$ cat config.mk
export PLATFORM = sky130hd
export DESIGN_NAME = sli_link_seq
export DESIGN_NICKNAME = d
export VERILOG_FILES = /design/src/hdl/sli_pkg.sv /design/src/hdl/sli_link_seq.sv /design/src/hdl/sli_skid_buf.sv
export SDC_FILE = /design/constraint.sdc
export NUM_CORES = 1
export LEC_CHECK = 0
export BUFFER_PORTS_ARGS = -buffer_cell sky130_fd_sc_hd__buf_2
export CORE_ASPECT_RATIO = 0.5
export CORE_MARGIN = 1.5
export CORE_UTILIZATION = 63
export DETAILED_ROUTE_END_ITERATION = 10
export HOLD_SLACK_MARGIN = 0.03
export PLACE_DENSITY = 0.95
export SETUP_SLACK_MARGIN = 0.1
export SLEW_MARGIN = 5
export SYNTH_ARGS = -nofsm -noshare
export SYNTH_HDL_FRONTEND = slang
export SYNTH_SLANG_ARGS = --single-unit
$ cat constraint.sdc
create_clock -name ref_clk -period 6.2 [get_ports ref_clk]
set_input_delay 1.24 -clock ref_clk [delete_from_list [all_inputs] [get_ports ref_clk]]
set_output_delay 1.24 -clock ref_clk [all_outputs]
set_load 0.1 [all_outputs]
$ cat src/hdl/sli_pkg.sv
// Purpose: Shared constants and types for the serial link init sequencer.
// Assumes: One frame is two device clock cycles; sampling clock = ref_clk.
// Notes:   Tags below mark the logic that carries each rule.
// Operation
// Align frame clock, LMFC to SYSREF edges.
// Any re-alignment breaks the current link.
// Free-running clocks from power-up, no SYSREF needed.
// Send K28.5 while sync request held low.
// Ignore sync requests shorter than 4 frames.
// Receiver pulls request low, releases after lock.
// Start ILA at LMFC boundary after release.
// ILA lasts exactly four multiframes, carries config.
// After ILA send sample data until broken.
// After calibration, PLL calibration then K28.5.
// No request during K28.5: ILA next boundary.
// Aligned SYSREF edge changes nothing at all; the code still sets the align flag.
// Realign only when LMFC and frame misaligned.
// SYSREF reinit sends K28.5 without a request.
// PLL calibration follows every clock re-alignment.
// No SYSREF during power-up or calibration.
// Qualified request in data breaks link now.
// Sleep exit: default phase, PLL calibration, K28.5.
// Default request source is the external pins.
// Source select set: software request used instead.
// Power-down exit calibrates, sleep exit does not.
// Power modes leave configuration contents unchanged.
// ILA is never scrambled.
// Synchronize selected request before counting length.

package sli_pkg;

  // ---------------------------------------------------------------
  // Timing and counts
  // ---------------------------------------------------------------
  localparam int         ADC_CAL_CYC = 1024;
  localparam int         PLL_CAL_CYC = 153000;
  localparam int         CNT_W       = 18;
  localparam logic       FPH_ZERO    = 1'h0;
  localparam logic       FPH_LAST    = 1'h1;
  localparam logic [4:0] LMFC_ZERO   = 5'h00;
  localparam logic [1:0] ILA_FIRST   = 2'h0;
  localparam logic [1:0] ILA_LAST    = 2'h3;
  localparam logic [1:0] ILA_CFG_MF  = 2'h1;
  localparam logic [4:0] ILA_CFG_FR  = 5'h01;
  localparam logic [2:0] SYNC_MIN_FR = 3'h4;
  localparam logic [1:0] SYNC_RST    = 2'h1;

  // ---------------------------------------------------------------
  // Symbols and modes
  // ---------------------------------------------------------------
  localparam logic [15:0] K285_WORD  = 16'hBCBC;
  localparam logic [7:0]  K280_OCT   = 8'h1C;
  localparam logic [7:0]  K283_OCT   = 8'h7C;
  localparam logic [1:0]  KFLAG_BOTH = 2'h3;
  localparam logic [1:0]  KFLAG_HI   = 2'h2;
  localparam logic [1:0]  KFLAG_LO   = 2'h1;
  localparam logic [1:0]  PWR_NORMAL = 2'h0;
  localparam logic [1:0]  PWR_SLEEP  = 2'h2;

  typedef enum logic [2:0] {
    ST_CAL   = 3'h0,
    ST_PLL   = 3'h1,
    ST_CGS   = 3'h3,
    ST_ILA   = 3'h2,
    ST_DATA  = 3'h6,
    ST_SLEEP = 3'h7,
    ST_PDN   = 3'h5
  } sli_state_t;

  typedef struct packed {
    logic [1:0]  is_k;
    logic        scr;
    logic        ila;
    logic [15:0] data;
  } sli_lane_t;

  typedef struct packed {
    logic link;
    logic sync;
    logic realign;
    logic align;
    logic pll_lock;
    logic cal_done;
    logic clk_rdy;
  } sli_status_t;

endpackage

$ cat src/hdl/sli_link_seq.sv
// Purpose: Transmit-side link initialization sequencer for one lane.
// Assumes: A frame is two ref_clk cycles; one 16-bit word per frame.
// Notes:   The SYSREF offset is the fixed synchronizer latency.
`timescale 1ns/1ps

module sli_link_seq
  import sli_pkg::*;
#(
  parameter int PLL_CYC = PLL_CAL_CYC,
  parameter int CAL_CYC = ADC_CAL_CYC
) (
  input  wire logic        ref_clk,
  input  wire logic        arst_n,
  input  wire logic        clk_en,
  input  wire logic        sysref,
  input  wire logic        link_sync_request_pins,
  input  wire logic        sync_src_sel,
  input  wire logic        software_sync_request_n,
  input  wire logic [1:0]  power_mode,
  input  wire logic [4:0]  k_m1,
  input  wire logic        scr_en,
  input  wire logic [15:0] sample_in,
  input  wire logic        lane_ready,
  output sli_lane_t        lane_word,
  output logic             lane_valid,
  output sli_status_t      link_status_register
);

  // ---------------------------------------------------------------
  // Declarations
  // ---------------------------------------------------------------
  sli_state_t       state_r;
  sli_state_t       state_nxt;
  logic [1:0]       raw_in;
  logic [1:0]       meta_r;
  logic [1:0]       sync_r;
  logic             sr_d_r;
  logic             sr_edge;
  logic [2:0]       sync_cnt_r;
  logic             sync_act;
  logic             fph_r;
  logic [4:0]       lmfc_r;
  logic             frame_end;
  logic             lmfc_end;
  logic             live;
  logic             realign;
  logic [1:0]       ila_mf_r;
  logic [CNT_W-1:0] cal_cnt_r;
  logic             cal_done;
  logic             align_r;
  logic             buf_in_rdy;
  logic             step;
  logic             pwr_ok;
  sli_lane_t        gen_w;
  logic             gen_v;

  // A stalled lane freezes the whole sequencer so that no frame is
  // generated that the buffer could not take.
  assign step   = clk_en && buf_in_rdy;
  assign pwr_ok = power_mode == PWR_NORMAL;

  // ---------------------------------------------------------------
  // Input synchronizers
  // ---------------------------------------------------------------
  // Sync request source select.
  assign raw_in = {sysref,
                   sync_src_sel ? software_sync_request_n
                                : link_sync_request_pins};

  // Two-stage synchronizers ahead of qualification.
  generate
    for (genvar i = 0; i < 2; i++) begin : g_sync
      always_ff @(posedge ref_clk or negedge arst_n) begin
        if (!arst_n) begin
          meta_r[i] <= SYNC_RST[i];
          sync_r[i] <= SYNC_RST[i];
        end else if (step) begin
          meta_r[i] <= raw_in[i];
          sync_r[i] <= meta_r[i];
        end
      end
    end
  endgenerate

  always_ff @(posedge ref_clk or negedge arst_n) begin
    if (!arst_n) begin
      sr_d_r <= 1'b0;
    end else if (step) begin
      sr_d_r <= sync_r[1];
    end
  end

  assign sr_edge = sync_r[1] && !sr_d_r;

  // ---------------------------------------------------------------
  // Sync request qualification
  // ---------------------------------------------------------------
  // Count low frames, act only after four.
  always_ff @(posedge ref_clk or negedge arst_n) begin
    if (!arst_n) begin
      sync_cnt_r <= '0;
    end else if (step) begin
      if (sync_r[0]) begin
        sync_cnt_r <= '0;
      end else if (frame_end && sync_cnt_r != SYNC_MIN_FR) begin
        sync_cnt_r <= sync_cnt_r + 1'b1;
      end
    end
  end

  // The release of the request ends synchronization.
  assign sync_act = sync_cnt_r == SYNC_MIN_FR;

  // ---------------------------------------------------------------
  // Frame clock and LMFC
  // ---------------------------------------------------------------
  assign frame_end = fph_r == FPH_LAST;
  assign lmfc_end  = frame_end && lmfc_r >= k_m1;
  assign live      = state_r == ST_PLL || state_r == ST_CGS ||
                     state_r == ST_ILA || state_r == ST_DATA;

  // Realign only when both clocks are off.
  // SYSREF during converter calibration is not expected, and ignored.
  assign realign = live && sr_edge && !frame_end && !lmfc_end;

  // Counters free-run and reload on realignment.
  // Sleep and power-down hold the default phase.
  always_ff @(posedge ref_clk or negedge arst_n) begin
    if (!arst_n) begin
      fph_r  <= FPH_ZERO;
      lmfc_r <= LMFC_ZERO;
    end else if (step) begin
      if (realign || state_r == ST_SLEEP || state_r == ST_PDN) begin
        fph_r  <= FPH_ZERO;
        lmfc_r <= LMFC_ZERO;
      end else begin
        fph_r <= frame_end ? FPH_ZERO : fph_r + 1'b1;
        if (lmfc_end) begin
          lmfc_r <= LMFC_ZERO;
        end else if (frame_end) begin
          lmfc_r <= lmfc_r + 1'b1;
        end
      end
    end
  end

  // ---------------------------------------------------------------
  // Calibration timer
  // ---------------------------------------------------------------
  // Converter then PLL calibration durations.
  always_ff @(posedge ref_clk or negedge arst_n) begin
    if (!arst_n) begin
      cal_cnt_r <= '0;
    end else if (step) begin
      if (state_nxt != state_r) begin
        cal_cnt_r <= '0;
      end else if (state_r == ST_CAL || state_r == ST_PLL) begin
        cal_cnt_r <= cal_cnt_r + 1'b1;
      end
    end
  end

  assign cal_done = (state_r == ST_CAL)
                  ? cal_cnt_r == CNT_W'(CAL_CYC - 1)
                  : cal_cnt_r == CNT_W'(PLL_CYC - 1);

  // ---------------------------------------------------------------
  // Link state machine
  // ---------------------------------------------------------------
  // Power modes touch no configuration inputs here.
  always_comb begin
    state_nxt = state_r;
    if (power_mode == PWR_SLEEP) begin
      state_nxt = ST_SLEEP;
    end else if (!pwr_ok) begin
      state_nxt = ST_PDN;
    end else if (realign) begin
      // Break link, recalibrate PLL.
      state_nxt = ST_PLL;
    end else begin
      case (state_r)
        // Power-down exit runs converter calibration.
        ST_PDN: state_nxt = ST_CAL;
        // Sleep exit goes straight to PLL calibration.
        ST_SLEEP: state_nxt = ST_PLL;
        ST_CAL: begin
          if (cal_done) begin
            state_nxt = ST_PLL;
          end
        end
        ST_PLL: begin
          if (cal_done) begin
            state_nxt = ST_CGS;
          end
        end
        // Leave K28.5 at LMFC boundary.
        ST_CGS: begin
          if (lmfc_end && !sync_act) begin
            state_nxt = ST_ILA;
          end
        end
        ST_ILA: begin
          if (sync_act) begin
            state_nxt = ST_CGS;
          end else if (lmfc_end && ila_mf_r == ILA_LAST) begin
            // Four multiframes then data.
            state_nxt = ST_DATA;
          end
        end
        // Qualified request breaks the link.
        ST_DATA: begin
          if (sync_act) begin
            state_nxt = ST_CGS;
          end
        end
        default: state_nxt = ST_CAL;
      endcase
    end
  end

  always_ff @(posedge ref_clk or negedge arst_n) begin
    if (!arst_n) begin
      state_r <= ST_CAL;
    end else if (step) begin
      state_r <= state_nxt;
    end
  end

  // Multiframe counter within the alignment sequence.
  always_ff @(posedge ref_clk or negedge arst_n) begin
    if (!arst_n) begin
      ila_mf_r <= ILA_FIRST;
    end else if (step) begin
      if (state_r != ST_ILA) begin
        ila_mf_r <= ILA_FIRST;
      end else if (lmfc_end) begin
        ila_mf_r <= ila_mf_r + 1'b1;
      end
    end
  end

  // ---------------------------------------------------------------
  // Lane word generation
  // ---------------------------------------------------------------
  assign gen_v = step && frame_end &&
                 (live || state_r == ST_DATA);

  always_comb begin
    gen_w = '0;
    case (state_r)
      // K28.5 on both octets.
      ST_PLL, ST_CGS: begin
        gen_w.is_k = KFLAG_BOTH;
        gen_w.data = K285_WORD;
      end
      // The sequence goes out with scrambling off.
      ST_ILA: begin
        gen_w.ila = 1'b1;
        if (lmfc_r == LMFC_ZERO) begin
          gen_w.is_k = KFLAG_HI;
          gen_w.data = {K280_OCT, 6'h00, ila_mf_r};
        end else if (lmfc_end) begin
          gen_w.is_k = KFLAG_LO;
          gen_w.data = {6'h00, ila_mf_r, K283_OCT};
        end else if (ila_mf_r == ILA_CFG_MF &&
                     lmfc_r == ILA_CFG_FR) begin
          // Configuration octets in the second multiframe.
          gen_w.data = {2'h0, scr_en, k_m1, 8'h00};
        end else begin
          gen_w.data = {3'h0, lmfc_r, 6'h00, ila_mf_r};
        end
      end
      // Sampled converter data.
      ST_DATA: begin
        gen_w.scr  = scr_en;
        gen_w.data = sample_in;
      end
      default: gen_w = '0;
    endcase
  end

  sli_skid_buf u_buf (
    .ref_clk   (ref_clk),
    .arst_n    (arst_n),
    .en        (clk_en),
    .in_word   (gen_w),
    .in_valid  (gen_v),
    .in_ready  (buf_in_rdy),
    .out_word  (lane_word),
    .out_valid (lane_valid),
    .out_ready (lane_ready)
  );

  // ---------------------------------------------------------------
  // Status
  // ---------------------------------------------------------------
  // Aligned edge only confirms the alignment flag.
  always_ff @(posedge ref_clk or negedge arst_n) begin
    if (!arst_n) begin
      align_r <= 1'b0;
    end else if (step) begin
      if (state_r == ST_SLEEP || state_r == ST_PDN) begin
        align_r <= 1'b0;
      end else if (realign || (live && sr_edge && lmfc_end)) begin
        align_r <= 1'b1;
      end
    end
  end

  always_ff @(posedge ref_clk or negedge arst_n) begin
    if (!arst_n) begin
      link_status_register <= '0;
    end else if (step) begin
      link_status_register.link     <= state_r == ST_DATA;
      link_status_register.sync     <= sync_act;
      link_status_register.realign  <= realign;
      link_status_register.align    <= align_r;
      link_status_register.pll_lock <= state_r == ST_CGS ||
                                       state_r == ST_ILA ||
                                       state_r == ST_DATA;
      link_status_register.cal_done <= state_r != ST_CAL &&
                                       state_r != ST_PDN;
      link_status_register.clk_rdy  <= state_r != ST_PDN &&
                                       state_r != ST_SLEEP;
    end
  end
endmodule // sli_link_seq

$ cat src/hdl/sli_skid_buf.sv
// Purpose: Two-entry buffer between the sequencer and the lane.
// Assumes: Words are taken on valid and ready high together.
// Notes:   Ready on the input side is low only while the skid slot is full.
`timescale 1ns/1ps

module sli_skid_buf
  import sli_pkg::*;
(
  input  wire logic ref_clk,
  input  wire logic arst_n,
  input  wire logic en,
  input  sli_lane_t in_word,
  input  wire logic in_valid,
  output logic      in_ready,
  output sli_lane_t out_word,
  output logic      out_valid,
  input  wire logic out_ready
);

  sli_lane_t skid_r;
  logic      skid_v_r;
  logic      push;
  logic      free;

  assign in_ready = !skid_v_r;
  assign push     = in_valid && in_ready;
  assign free     = !out_valid || out_ready;

  always_ff @(posedge ref_clk or negedge arst_n) begin
    if (!arst_n) begin
      out_word  <= '0;
      out_valid <= 1'b0;
    end else if (en && free) begin
      out_word  <= skid_v_r ? skid_r : in_word;
      out_valid <= skid_v_r || push;
    end
  end

  always_ff @(posedge ref_clk or negedge arst_n) begin
    if (!arst_n) begin
      skid_r   <= '0;
      skid_v_r <= 1'b0;
    end else if (en) begin
      if (skid_v_r && free) begin
        skid_v_r <= 1'b0;
      end else if (push && !free) begin
        skid_r   <= in_word;
        skid_v_r <= 1'b1;
      end
    end
  end

endmodule // sli_skid_buf

# After elaboration in Yosys (flattened, before gate mapping)
# Index checks and enable logic that the tools add are counted.
[word_totals] reg_bits=87 out_inout_bits=28 word_cells=148
[classes] add_sub_neg=5 order_cmp=1 eq_ne=18 n_mux=37 bitwise_logic=1 reduce_logical=57
[ops] operator="$pmux W16 S3" n=1
[ops] operator="$mux W18" n=2
[ops] operator="$mux W3" n=11
[ops] operator="$mux W16" n=2
[ops] operator="$mux W20" n=1
[ops] operator="$logic_and A1 B1 Y1" n=19
[ops] operator="$add A18 B1 Y18 const B" n=1
[ops] operator="$eq A18 B10 Y1 const B" n=1
[ops] operator="$eq A18 B18 Y1 const B" n=1
[ops] operator="$pmux W3 S6" n=1
[ops] operator="$mux W5" n=3
[ops] operator="$mux W14" n=1
[ops] operator="$logic_or A1 B1 Y1" n=13
[ops] operator="$eq A3 B3 Y1 const B" n=4
[ops] operator="$reduce_and A2 Y1" n=6
[ops] operator="$mux W1" n=11
[ops] operator="$reduce_bool A2 Y1" n=5
[ops] operator="$ne A3 B3 Y1 const B" n=3
[ops] operator="$logic_not A1 Y1" n=7
[ops] operator="$eq A3 B2 Y1 const B" n=2
[ops] operator="$mux W2" n=3
[ops] operator="$reduce_bool A3 Y1" n=2
[ops] operator="$add A5 B1 Y5 const B" n=1
[ops] operator="$eq A5 B1 Y1 const B" n=1
[ops] operator="16 further kinds" n=17

# Longest topological paths before layout
# Gate-level depths: netlist of the first run.
[logic_depth] ltp_word=13 depth_mapped=10 depth_no_buf=9

# By module
# A second synthesis of the first run with hierarchy kept.
[unflattened] cells_unflattened=511 area_unflattened_um2=4869.7
[by_module_without_submodules] mod="sli_link_seq" instances=1 cells_each=366 area_each_um2=2957.8
[by_module_without_submodules] mod="sli_skid_buf" instances=1 cells_each=145 area_each_um2=1911.8

# Worst setup path after synthesis of the first run
# No wires, ideal clock.
[synth_timing] kind="input to register" from="input k_m1[2]" to="register cal_cnt_r[10]" arrival_time_ns=2.955 setup_slack_ns=3.158 path_stages=10 path_buffers=1 path_cell_list="inv_1 ha_1 a21o_1 a31oi_1 o21a_1 nor4b_1 nor3_4 buf_2 nand4_1 o211ai_1"
[synth_between] elab_chain_len=12 word_cells_on_any_way=17
[synth_lines] element="start, declared" line_no="sli_link_seq.sv:20" text="input wire logic [4:0] k_m1,"
[synth_lines] element="$ge A5 B5 Y1 *" line_no="sli_link_seq.sv:118" text="assign lmfc_end = frame_end && lmfc_r >= k_m1;"
[synth_lines] element="$logic_and A1 B1 Y1 *" line_no="sli_link_seq.sv:118"
[synth_lines] element="$logic_and A1 B1 Y1" line_no="sli_link_seq.sv:205" text="end else if (lmfc_end && ila_mf_r == ILA_LAST) begin"
[synth_lines] element="$mux W3" line_no="sli_link_seq.sv:205"
[synth_lines] element="$mux W3" line_no="sli_link_seq.sv:203" text="if (sync_act) begin"
[synth_lines] element="$pmux W3 S6" line_no="sli_link_seq.sv:181" text="case (state_r)"
[synth_lines] element="$mux W3 *" line_no="sli_link_seq.sv:177" text="end else if (realign) begin"
[synth_lines] element="$mux W3 *" line_no="sli_link_seq.sv:175" text="end else if (!pwr_ok) begin"
[synth_lines] element="$mux W3 *" line_no="sli_link_seq.sv:173" text="if (power_mode == PWR_SLEEP) begin"
[synth_lines] element="$ne A3 B3 Y1 *" line_no="sli_link_seq.sv:155" text="if (state_nxt != state_r) begin"
[synth_lines] element="$reduce_bool A2 Y1 (no source line)"
[synth_lines] element="$reduce_and A2 Y1 (no source line)"
[synth_lines] element="end signal, assigned" line_no="sli_link_seq.sv:158" text="cal_cnt_r <= cal_cnt_r + 1'b1;"
[synth_lines] element="end, declared" line_no="sli_link_seq.sv:48" text="logic [CNT_W-1:0] cal_cnt_r;"
# Mark *: on every way between the ends. The rest lies on a longest branch, timed or not.
# A chain may end at the register's enable or synchronous reset.

# Worst setup path after layout of the first run
[layout_timing] from="input k_m1[2]" to="register cal_cnt_r[9]"
# Same word-level chain as after synthesis.

==> results of run 1 <==
==> logic make-up after synthesis <==
group | Yosys count | share of synthesized area (%)
fa+ha+maj | 13 | 3.41
xor+xnor | 3 | 0.550
simple gates | 209 | 22.6
compound gates | 156 | 19.7
flops | 87 | 45.6
buf+inv | 47 | 4.09
mux | 17 | 4.01
==> worst max-delay path by stage <==
stage / slack (ps) / cells past startpoint / end / from
5_1_grt: 2510 / 10 / cal_cnt_r[5] / k_m1[2]
2_1_floorplan: 3160 / 10 / cal_cnt_r[10] / k_m1[2]
3_3_place_gp: 2620 / 10 / cal_cnt_r[13] / k_m1[2]
6_report: 2710 / 10 / cal_cnt_r[9] / k_m1[2]
3_5_place_dp: 2490 / 10 / cal_cnt_r[13] / k_m1[2]
4_1_cts: 2770 / 10 / cal_cnt_r[9] / k_m1[2]
==> metrics by stage <==
step | hold WS, ps | worst slack (ps) | instance area, µm²
after detailed placement | 443 | 2490 | 5110
after floorplan | 435 | 3160 | 4780
after CTS | 453 | 2770 | 5420
after global routing | 455 | 2510 | 5420
after global placement | 439 | 2620 | 5110
final | 452 | 2710 | 5420
==> area by class of cell <==
type                            instances  area (µm²)
Timing Repair Buffer                   64         335
Clock inverter                          4        70.1
Tap cell                               96         120
Fill cell                             490        1900
Sequential cell                        87        2180
Clock buffer                           11         243
Multi-Input combinational cell        398        2400
Inverter                               18        67.6
==> sequential cells by signal (all words and copies together) (netlist names) <==
| name | count |
|---|---|
| sync_r | 2 |
| link_status_register | 7 |
| sync_cnt_r | 3 |
| state_r | 3 |
| u_buf.out_word | 20 |
| meta_r | 2 |
| u_buf.skid_v_r | 1 |
| fph_r | 1 |
| u_buf.skid_r | 20 |
| cal_cnt_r | 18 |
| align_r | 1 |
| ila_mf_r | 2 |
| u_buf.out_valid | 1 |
| sr_d_r | 1 |
| lmfc_r | 5 |
==> power by group <==
part | switching (W) | total, W | internal [W]
sequential | 0.0000814 | 0.000731 | 0.000649
combinational | 0.000591 | 0.000762 | 0.000171
clock | 0.000214 | 0.000574 | 0.000360
total | 0.000887 | 0.00207 | 0.00118
==> layer usage <==
layer,track usage (%),wire length (µm)
met3,8.84,963
met4,17.7,506
met2,53.6,5990
met1,37.7,4770
met5,0,0
==> worst reg2reg max path, stage by stage (launching register included) <==
cell,delay [ps]
dfrtp_1,490
inv_1,120
ha_1,290
nand2b_1,140
a31oi_1,400
o21a_1,310
nor4b_1,120
nor3_4,580
nand2_2,260
o211ai_1,270
==> layout by cell type, fill, tap and decap left out, drive strengths merged, types with 3 or more instances in the layout <==
cell type  Yosys  layout
nor3           7       7
or2            3       3
mux2           7       7
buf            6      64
or3            9       9
o21ai         62      62
a211oi         3       3
o31ai          5       5
and3           5       5
mux2i         10      10
nand3         13      13
o21a           8       8
xor2           3       3
clkbuf        23      11
nor4           7       7
a21oi         38      38
a31oi          9       9
nor2b          6       6
a21o           5       5
and2           4       4
o211ai        11      11
dfrtp         85      85
nand2         82      82
nand4         16      16
ha            13      13
nor2          37      37
inv           18      18
a22oi          4       4
o22ai          3       3
nand2b        10      10
==> impl_metrics.toml, run 1 <==
[status]
outcome = "complete, but fails checks"
violations = "design-rule violations"

[place]
numPortBuffers = 59
place.gp.congestion = 0.894
dp.final_hpwl_um = 7760
placed_cells = 663

[global_route]
grt-ovfl-total = 0
track_usage_pct = 31.8
antenna_found_initial = 0
grt_pass1_vias = 4108
grt_pass1_wl_um = 19900
grt_max_degree = 49

[clock_tree]
clockBufferDepth = 2
clkTransAtPathRegs_ps = 60
h-tree-depth = 3
cts_buffers = 9
cts_root_buffer = "clkbuf_16"
post_cts_buffers = 0
cts_tree = "built"
holdBufCountCts = 0
numClockSinks = 87
clk_latency_ps = 350
cts_resized = 0

[hold_path]
whs_path_depth = 2
hp-class = "flop to flop"
min_from = "meta_r[0]"
min_delay_worst_endpoint = "sync_r[0]"

[drt]
vias_per_cell = 6.51
drt_iter0_drc = 530
ant_nets = 0
dr.pass1.iters = 10
routedWlPerCell_um = 18.0
vias = 4417
drcViolationCount = 5
routed_wl_um = 12200

[yosys]
synth_cell_type_count = 63
ys_warn_count = 0
async_flop_share_pct = 100
ys_seq_area_share_pct = 45.6
syn-cell-area_um2 = 4780
synthesis.area_per_instance_um2 = 8.98
synthCells = 532
synthMostInstantiatedCell = "dfrtp_1"
synth_edf_count = 0
yosys.area.top_type = "dfrtp_1"
yosys-top-cells-area = "dfrtp_1, nand2_1, o21ai_0"
syn-num-nets = 577
yosys.area.top_type_share_pct = 44.5
ys_ff_latch = 87
synthFlopType = "dfrtp_1"
synth_common_cells = "dfrtp_1, nand2_1, o21ai_0, a21oi_1, nor2_1"

[setup_path]
rr_startpoint = "lmfc_r[0]"
end_kind = "flop"
slowest_stage = "nor3_4"
critPathMaxFanout = 16
critical_path_class = "primary input to flop"
rrSetupSlack_ps = 3120
slowest_delay_ps = 580
rr_endpoint = "cal_cnt_r[9]"
crit_buf_inv = 2
critical_path.top_delay_family = "compound AO/OA/AOI/OAI gates"
start_kind = "primary input"
rr_worst_depth = 9
cp.required_ps = 6450
worstPathCellList = "buf_2 > inv_1 > ha_1 > a21o_1 > a31oi_1 > o21a_1 > nor4b_1 > nor3_4 > nand2_2 > o211ai_1"
crit_arrival_ps = 3750

[power_and_ir_drop]
p_leak_nw = 2.44
irDropWorstVdd_uv = 180
power_density_nw_per_um2 = 381
design_power_total_w = 0.00207

[timing]
maxSlewViolCount = 0
fmax_ghz = 0.286
rsz0062_at_grt = "no"
finalSetupViolCount = 0
slew_headroom_pct = 29.5
tns_ps = 0
tightestPinTransition_ps = 1060
finClkSkew_ps = 5.40
layout_min_cycle_time_ps = 3490
finalCritPeriodShare_pct = 56.3
final_hold_viol_count = 0

[finish]
antenna_cells = 0
post_layout_nonfiller_instances = 678
nets = 623
area_growth_pct = 13.5
postLayoutCoreUtil_pct = 74.0
drive_gt1_share_pct = 18.4

[run]
drv_cap = 0

[floorplanning]
die_height_um = 64.6
die_x_um = 126
ioPinCount = 60
die_area_um2 = 8140
core_um2 = 7320
initial_core_util_pct = 65.2
rows = 22
No activity file was read; power rests on OpenSTA's default activity.
==> inputs of run 2 (changes only) <==
ABC_AREA = 1   (was default)
CORE_UTILIZATION = 53   (was 63)
PLACE_DENSITY = 0.89   (was 0.95)
clock period = 2.8 ns   (was 6.2 ns; I/O delays follow)
==> run 2 against run 1 <==
Against the previous run: the run now ends clean; clock skew increased by 3.7 ps; clock power increased by 100%; total power increased by 140%; worst setup slack got worse by 2300 ps.
==> impl_metrics.toml, run 2 <==
[status]
outcome = "finished, final reports clean"

[global_route]
track_usage_pct = 26.1
grt-ovfl-total = 0
grt_use_met3_pct = 6.90
met1_usage_pct = 32.6
antenna_found_initial = 0
grt_pass1_wl_um = 19600
grt_pass1_vias = 4318
top_usage_layer = "met2"
grt_util_met2_pct = 42.8
grt_max_degree = 49

[yosys]
yosys.area.top_type_share_pct = 44.3
async_flop_share_pct = 100
synth_cell_type_count = 38
yosys-top-cells-area = "dfrtp_1, nand2_1, o21ai_0"
synthFlopType = "dfrtp_1"
syn-cell-area_um2 = 4810
synthesis.area_per_instance_um2 = 7.89
synth_edf_count = 0
ys_ff_latch = 87
synthMostInstantiatedCell = "nand2_1"
synth_common_cells = "nand2_1, dfrtp_1, inv_1, o21ai_0, nor2_1"
yosys.area.top_type = "dfrtp_1"
synthCells = 609
syn-num-nets = 654
ys_seq_area_share_pct = 45.4
ys_warn_count = 0

[run]
drv_cap = 0

[setup_path]
cp.required_ps = 3020
rr_startpoint = "lmfc_r[0]"
critPathMaxFanout = 11
crit_arrival_ps = 2660
slowest_delay_ps = 410
slowest_stage = "dfrtp_1"
end_kind = "flop"
critical_path_class = "flop to flop"
crit_end = "cal_cnt_r[16]"
start_kind = "flop"
rr_endpoint = "cal_cnt_r[16]"
cp_common_cell = "nand2_1"
worstPathCellList = "inv_1 > ha_1 > inv_1 > nand2_1 > nand2_1 > nand3_1 > nand3_1 > nand2_1 > nand2_1 > nand2_1 > nand2_1 > nand2_1 > nand3_4 > nand2_4 > inv_4 > a21oi_1"
rrSetupSlack_ps = 360
worstSetupStartpoint = "lmfc_r[0]"
rr_worst_depth = 16

[timing]
timing.hold.ws_ps = 219
tns_ps = 0
finClkSkew_ps = 9.14
fmax_ghz = 0.410
finalSetupViolCount = 0
maxSlewViolCount = 0
rsz0062_at_grt = "no"
layout_setup_ws_ps = 361
slew_headroom_pct = 59.1
finalCritPeriodShare_pct = 87.1
final_hold_viol_count = 0
tightestPinTransition_ps = 614
layout_min_cycle_time_ps = 2440

[finish]
fin_area_um2 = 5510
fillers = 733
area_growth_pct = 14.7
drive_gt1_share_pct = 16.8
post_layout_nonfiller_instances = 789
biggestRegsByFlops = "u_buf.out_word x20, u_buf.skid_r x20, cal_cnt_r x18"
final_cell_mix = "nand2_1, dfrtp_1, inv_1, buf_2, o21ai_0"
final_common_cell = "nand2_1"
antenna_cells = 0
nets = 713

[clock_tree]
clkTransAtPathRegs_ps = 60
clockBufferDepth = 2
holdBufCountCts = 0
cts_tree = "built"
numClockSinks = 87
h-tree-depth = 3
cts_root_buffer = "clkbuf_16"
clk_latency_ps = 350
cts_buffers = 9

[power_and_ir_drop]
p_leak_nw = 2.69
power_density_nw_per_um2 = 915
irDropWorstVdd_uv = 600

[place]
placed_cells = 774
place.gp.congestion = 0.945
pre_cts_slack_ps = 153
numPortBuffers = 59
dp.final_hpwl_um = 8040
dpl_cell_area_um2 = 5230

[floorplanning]
ioPinCount = 60
core_um2 = 8770
die_area_um2 = 9680
die_height_um = 70.3
die_x_um = 138
rows = 24
initial_core_util_pct = 54.8

[drt]
vias_per_cell = 5.66
drt_iter0_drc = 404
routedWlPerCell_um = 14.8
ant_nets = 0
dr.pass1.iters = 7
vias = 4462
drcViolationCount = 0
routed_wl_um = 11700

[hold_path]
hp-class = "primary input to async pin"
[run 2: cell count changes in the layout (fill, tap and decap cells not counted), sizes merged, moves of 8 or more]
cell,change
o21a,-8
a31oi,-8
nor2,+27
nand2b,-10
nand3,+37
a21oi,-8
inv,+54
or3,-9
nand2,+75
xor2,+10
nand4,-9
mux2i,-9
[run 2: cell type report]
type	count	area, µm²	share of cell area (%)
inverters	73	277	5.02
clock inverters	3	45.0	0.817
repair buffers	67	370	6.72
clock buffers	12	236	4.29
well taps	117	146	2.66
flip-flops and latches	87	2180	39.5
multi-input cells	430	2260	41.0
[run 2: worst min path at each step]
stage	slack (ps)	from	endpoint	depth (start not counted)
after floorplan	260	arst_n	align_r	0
after global placement	450	link_status_register[0]	link_status_register[0]	2
after detailed placement	460	u_buf.skid_r[10]	u_buf.skid_r[10]	2
after CTS	250	arst_n	u_buf.out_word[14]	1
after global routing	270	arst_n	u_buf.out_word[14]	1
final	220	arst_n	u_buf.out_word[7]	1
[run 2: worst max-delay path, delay by kind of cell (launching register included)]
kind,cells,cell delay (ps)
flops,1,410
compound gates,1,80
fa+ha+maj,1,260
buf+inv,3,490
simple gates,11,1080
[run 2: cell families (layout without fill, tap and decap cells)]
family | after synthesis | count (layout) | share of synthesized area, %
mux | 1 | 1 | 0.208
xor+xnor | 15 | 15 | 2.73
buf+inv | 92 | 155 | 7.76
simple gates | 295 | 295 | 28.5
flops | 87 | 87 | 45.4
fa+ha+maj | 13 | 13 | 3.38
compound gates | 106 | 106 | 12.1
[run 2: through the flow]
step | util (%) | power, W
after floorplan | - | 0.00343
after global placement | 59.6 | 0.00379
after detailed placement | 59.6 | 0.00386
after CTS | 62.8 | 0.00504
after global routing | 62.9 | 0.00531
final | 62.9 | 0.00504
[run 2: routing by layer]
metal,wire [µm],vias to the layer above
met1,4800,2123
met4,420,0
met2,5720,189
met5,0,-
met3,757,53
li1,-,2097
[run 2: timing repair]
| item | 4_1_cts | 5_1_grt |
|---|---|---|
| setup buffers | 0 | 0 |
| gates resized for setup | 0 | 1 |
| setup endpoints to repair | 0 | 2 |
[run 2: power by group]
group	leakage, nW	internal (W)	switching (W)
combinational	1.42	0.000426	0.00166
sequential	1.14	0.00158	0.000202
clock	0.129	0.000687	0.000482
==> inputs of run 3 (changes only) <==
CELL_PAD_IN_SITES_DETAIL_PLACEMENT = 1   (was default)
CELL_PAD_IN_SITES_GLOBAL_PLACEMENT = 2   (was default)
CORE_UTILIZATION = 31   (was 53)
PLACE_DENSITY = 0.88   (was 0.89)
==> run 3 against run 2 <==
Against the previous run: die area increased by 68%; clock power grew 14%; combinational power barely moved; global-route usage decreased by 8.8 points; flip-flop and latch count stayed put; via count decreased by 6.0%; sequential power is essentially flat; wire length is 11% higher; critical path depth is 2 lower; maximum frequency increased by 2.4%; clock skew shrank 3.4 ps; non-clock buffer count is 2 higher.
==> impl_metrics.toml, run 3 (synthesis results as in run 2) <==
[status]
outcome = "finished, final reports clean"

[timing]
final_hold_viol_count = 0
finalSetupViolCount = 0
fmax_ghz = 0.420
tightestPinTransition_ps = 686
maxSlewViolCount = 0
finalCritPeriodShare_pct = 85.1
finClkSkew_ps = 5.74
tns_ps = 0
slew_headroom_pct = 54.1
layout_min_cycle_time_ps = 2380
rsz0062_at_grt = "no"

[setup_path]
slowest_delay_ps = 460
critPathMaxFanout = 11
end_kind = "flop"
start_kind = "flop"
worstSetupStartpoint = "lmfc_r[2]"
worstPathCellList = "ha_1 > nand2_1 > nor2_1 > nand2_1 > nand3_1 > nand3_1 > nand2_1 > nand3_1 > nand2_1 > nand2_2 > nand3_4 > nand2_4 > inv_4 > a21oi_1"
cp_common_cell = "nand2_1"
rr_startpoint = "lmfc_r[2]"
cp.required_ps = 3010
slowest_stage = "dfrtp_1"
critical_path_class = "flop to flop"
crit_arrival_ps = 2590

[floorplanning]
core_um2 = 14800
initial_core_util_pct = 32.4
die_height_um = 91.0
die_x_um = 179
die_area_um2 = 16300
rows = 31
ioPinCount = 60

[place]
numPortBuffers = 59
place.gp.congestion = 0.801
dp.final_hpwl_um = 9610
dpl_cell_area_um2 = 5340

[power_and_ir_drop]
power_density_nw_per_um2 = 920
p_leak_nw = 2.73
irDropWorstVdd_uv = 311
design_power_total_w = 0.00522

[hold_path]
hp-class = "primary input to async pin"

[finish]
antenna_cells = 0
fin_area_um2 = 5670
postLayoutCoreUtil_pct = 38.3
nets = 715
final_common_cell = "nand2_1"
final_cell_mix = "nand2_1, dfrtp_1, inv_1, buf_2, o21ai_0"
area_growth_pct = 18.0
biggestRegsByFlops = "u_buf.out_word x20, u_buf.skid_r x20, cal_cnt_r x18"
drive_gt1_share_pct = 17.5

[clock_tree]
clockBufferDepth = 2
h-tree-depth = 3
numClockSinks = 87
post_cts_buffers = 0
holdBufCountCts = 0
cts_buffers = 9
cts_root_buffer = "clkbuf_16"
cts_resized = 0
clkTransAtPathRegs_ps = 70
cts_tree = "built"
clk_latency_ps = 340

[global_route]
grt_pass1_vias = 4582
track_usage_pct = 17.3
grt_pass1_wl_um = 22600
antenna_found_initial = 0
grt-ovfl-total = 0
grt_max_degree = 48

[drt]
routedWlPerCell_um = 14.8
drcViolationCount = 0
routed_wl_um = 13000
ant_nets = 0
vias_per_cell = 4.80
vias = 4194
drt_iter0_drc = 180
dr.pass1.iters = 4

[run]
drv_cap = 0
==> run 3: cell count changes in the layout (fill, tap and decap cells not counted), moves of 2 or more <==
cell	change
clkinvlp_4	-2
clkbuf_1	-3
inv_6	+2
buf_4	+2
==> run 3: cell type report <==
| class | instances | area [µm²] |
|---|---|---|
| Clock buffer | 10 | 239 |
| Clock inverter | 6 | 91.3 |
| Fill cell | 1842 | 9140 |
| Inverter | 73 | 277 |
| Multi-Input combinational cell | 430 | 2250 |
| Sequential cell | 87 | 2180 |
| Tap cell | 198 | 248 |
| Timing Repair Buffer | 69 | 385 |
==> run 3: stage by stage <==
stage	worst slack, ps	hold slack, ps	cells
after global routing	130	248	873
after global placement	293	457	857
after CTS	396	230	873
after floorplan	674	264	609
final	418	205	873
after detailed placement	184	463	857
==> run 3: path summary, 6_finish.rpt <==
check,endpoint,slack (ps),depth (start not counted)
min in group ref_clk,meta_r[1],430,3
worst max-delay path,cal_cnt_r[16],420,14
worst max register to register,cal_cnt_r[16],420,14
worst min register to register,meta_r[1],480,2
worst min-delay path,cal_cnt_r[3],210,1
max in group asynchronous,u_buf.skid_r[19],1950,2
==> run 3: critical path: cells and delay by family (launching register included) <==
family	cells	cell delay [ps]
buf+inv	1	260
flops	1	460
fa+ha+maj	1	340
compound gates	1	70
simple gates	11	1120
==> run 3: power by group <==
| group | leakage (nW) | total [W] | internal, W | switching (W) |
|---|---|---|---|---|
| clock network | 0.163 | 0.00133 | 0.000813 | 0.000521 |
| registers | 1.14 | 0.00178 | 0.00158 | 0.000200 |
| logic | 1.43 | 0.00211 | 0.000435 | 0.00167 |
| total | 2.73 | 0.00522 | 0.00283 | 0.00239 |
==> run 3: layer usage <==
metal / global-route usage (%) / vias up / part of all wire (%)
li1: - / 2097 / -
met1: 22.1 / 2028 / 48
met2: 29.9 / 51 / 48
met3: 3.56 / 18 / 2.7
met4: 4.44 / 0 / 1.4
met5: 0 / - / 0
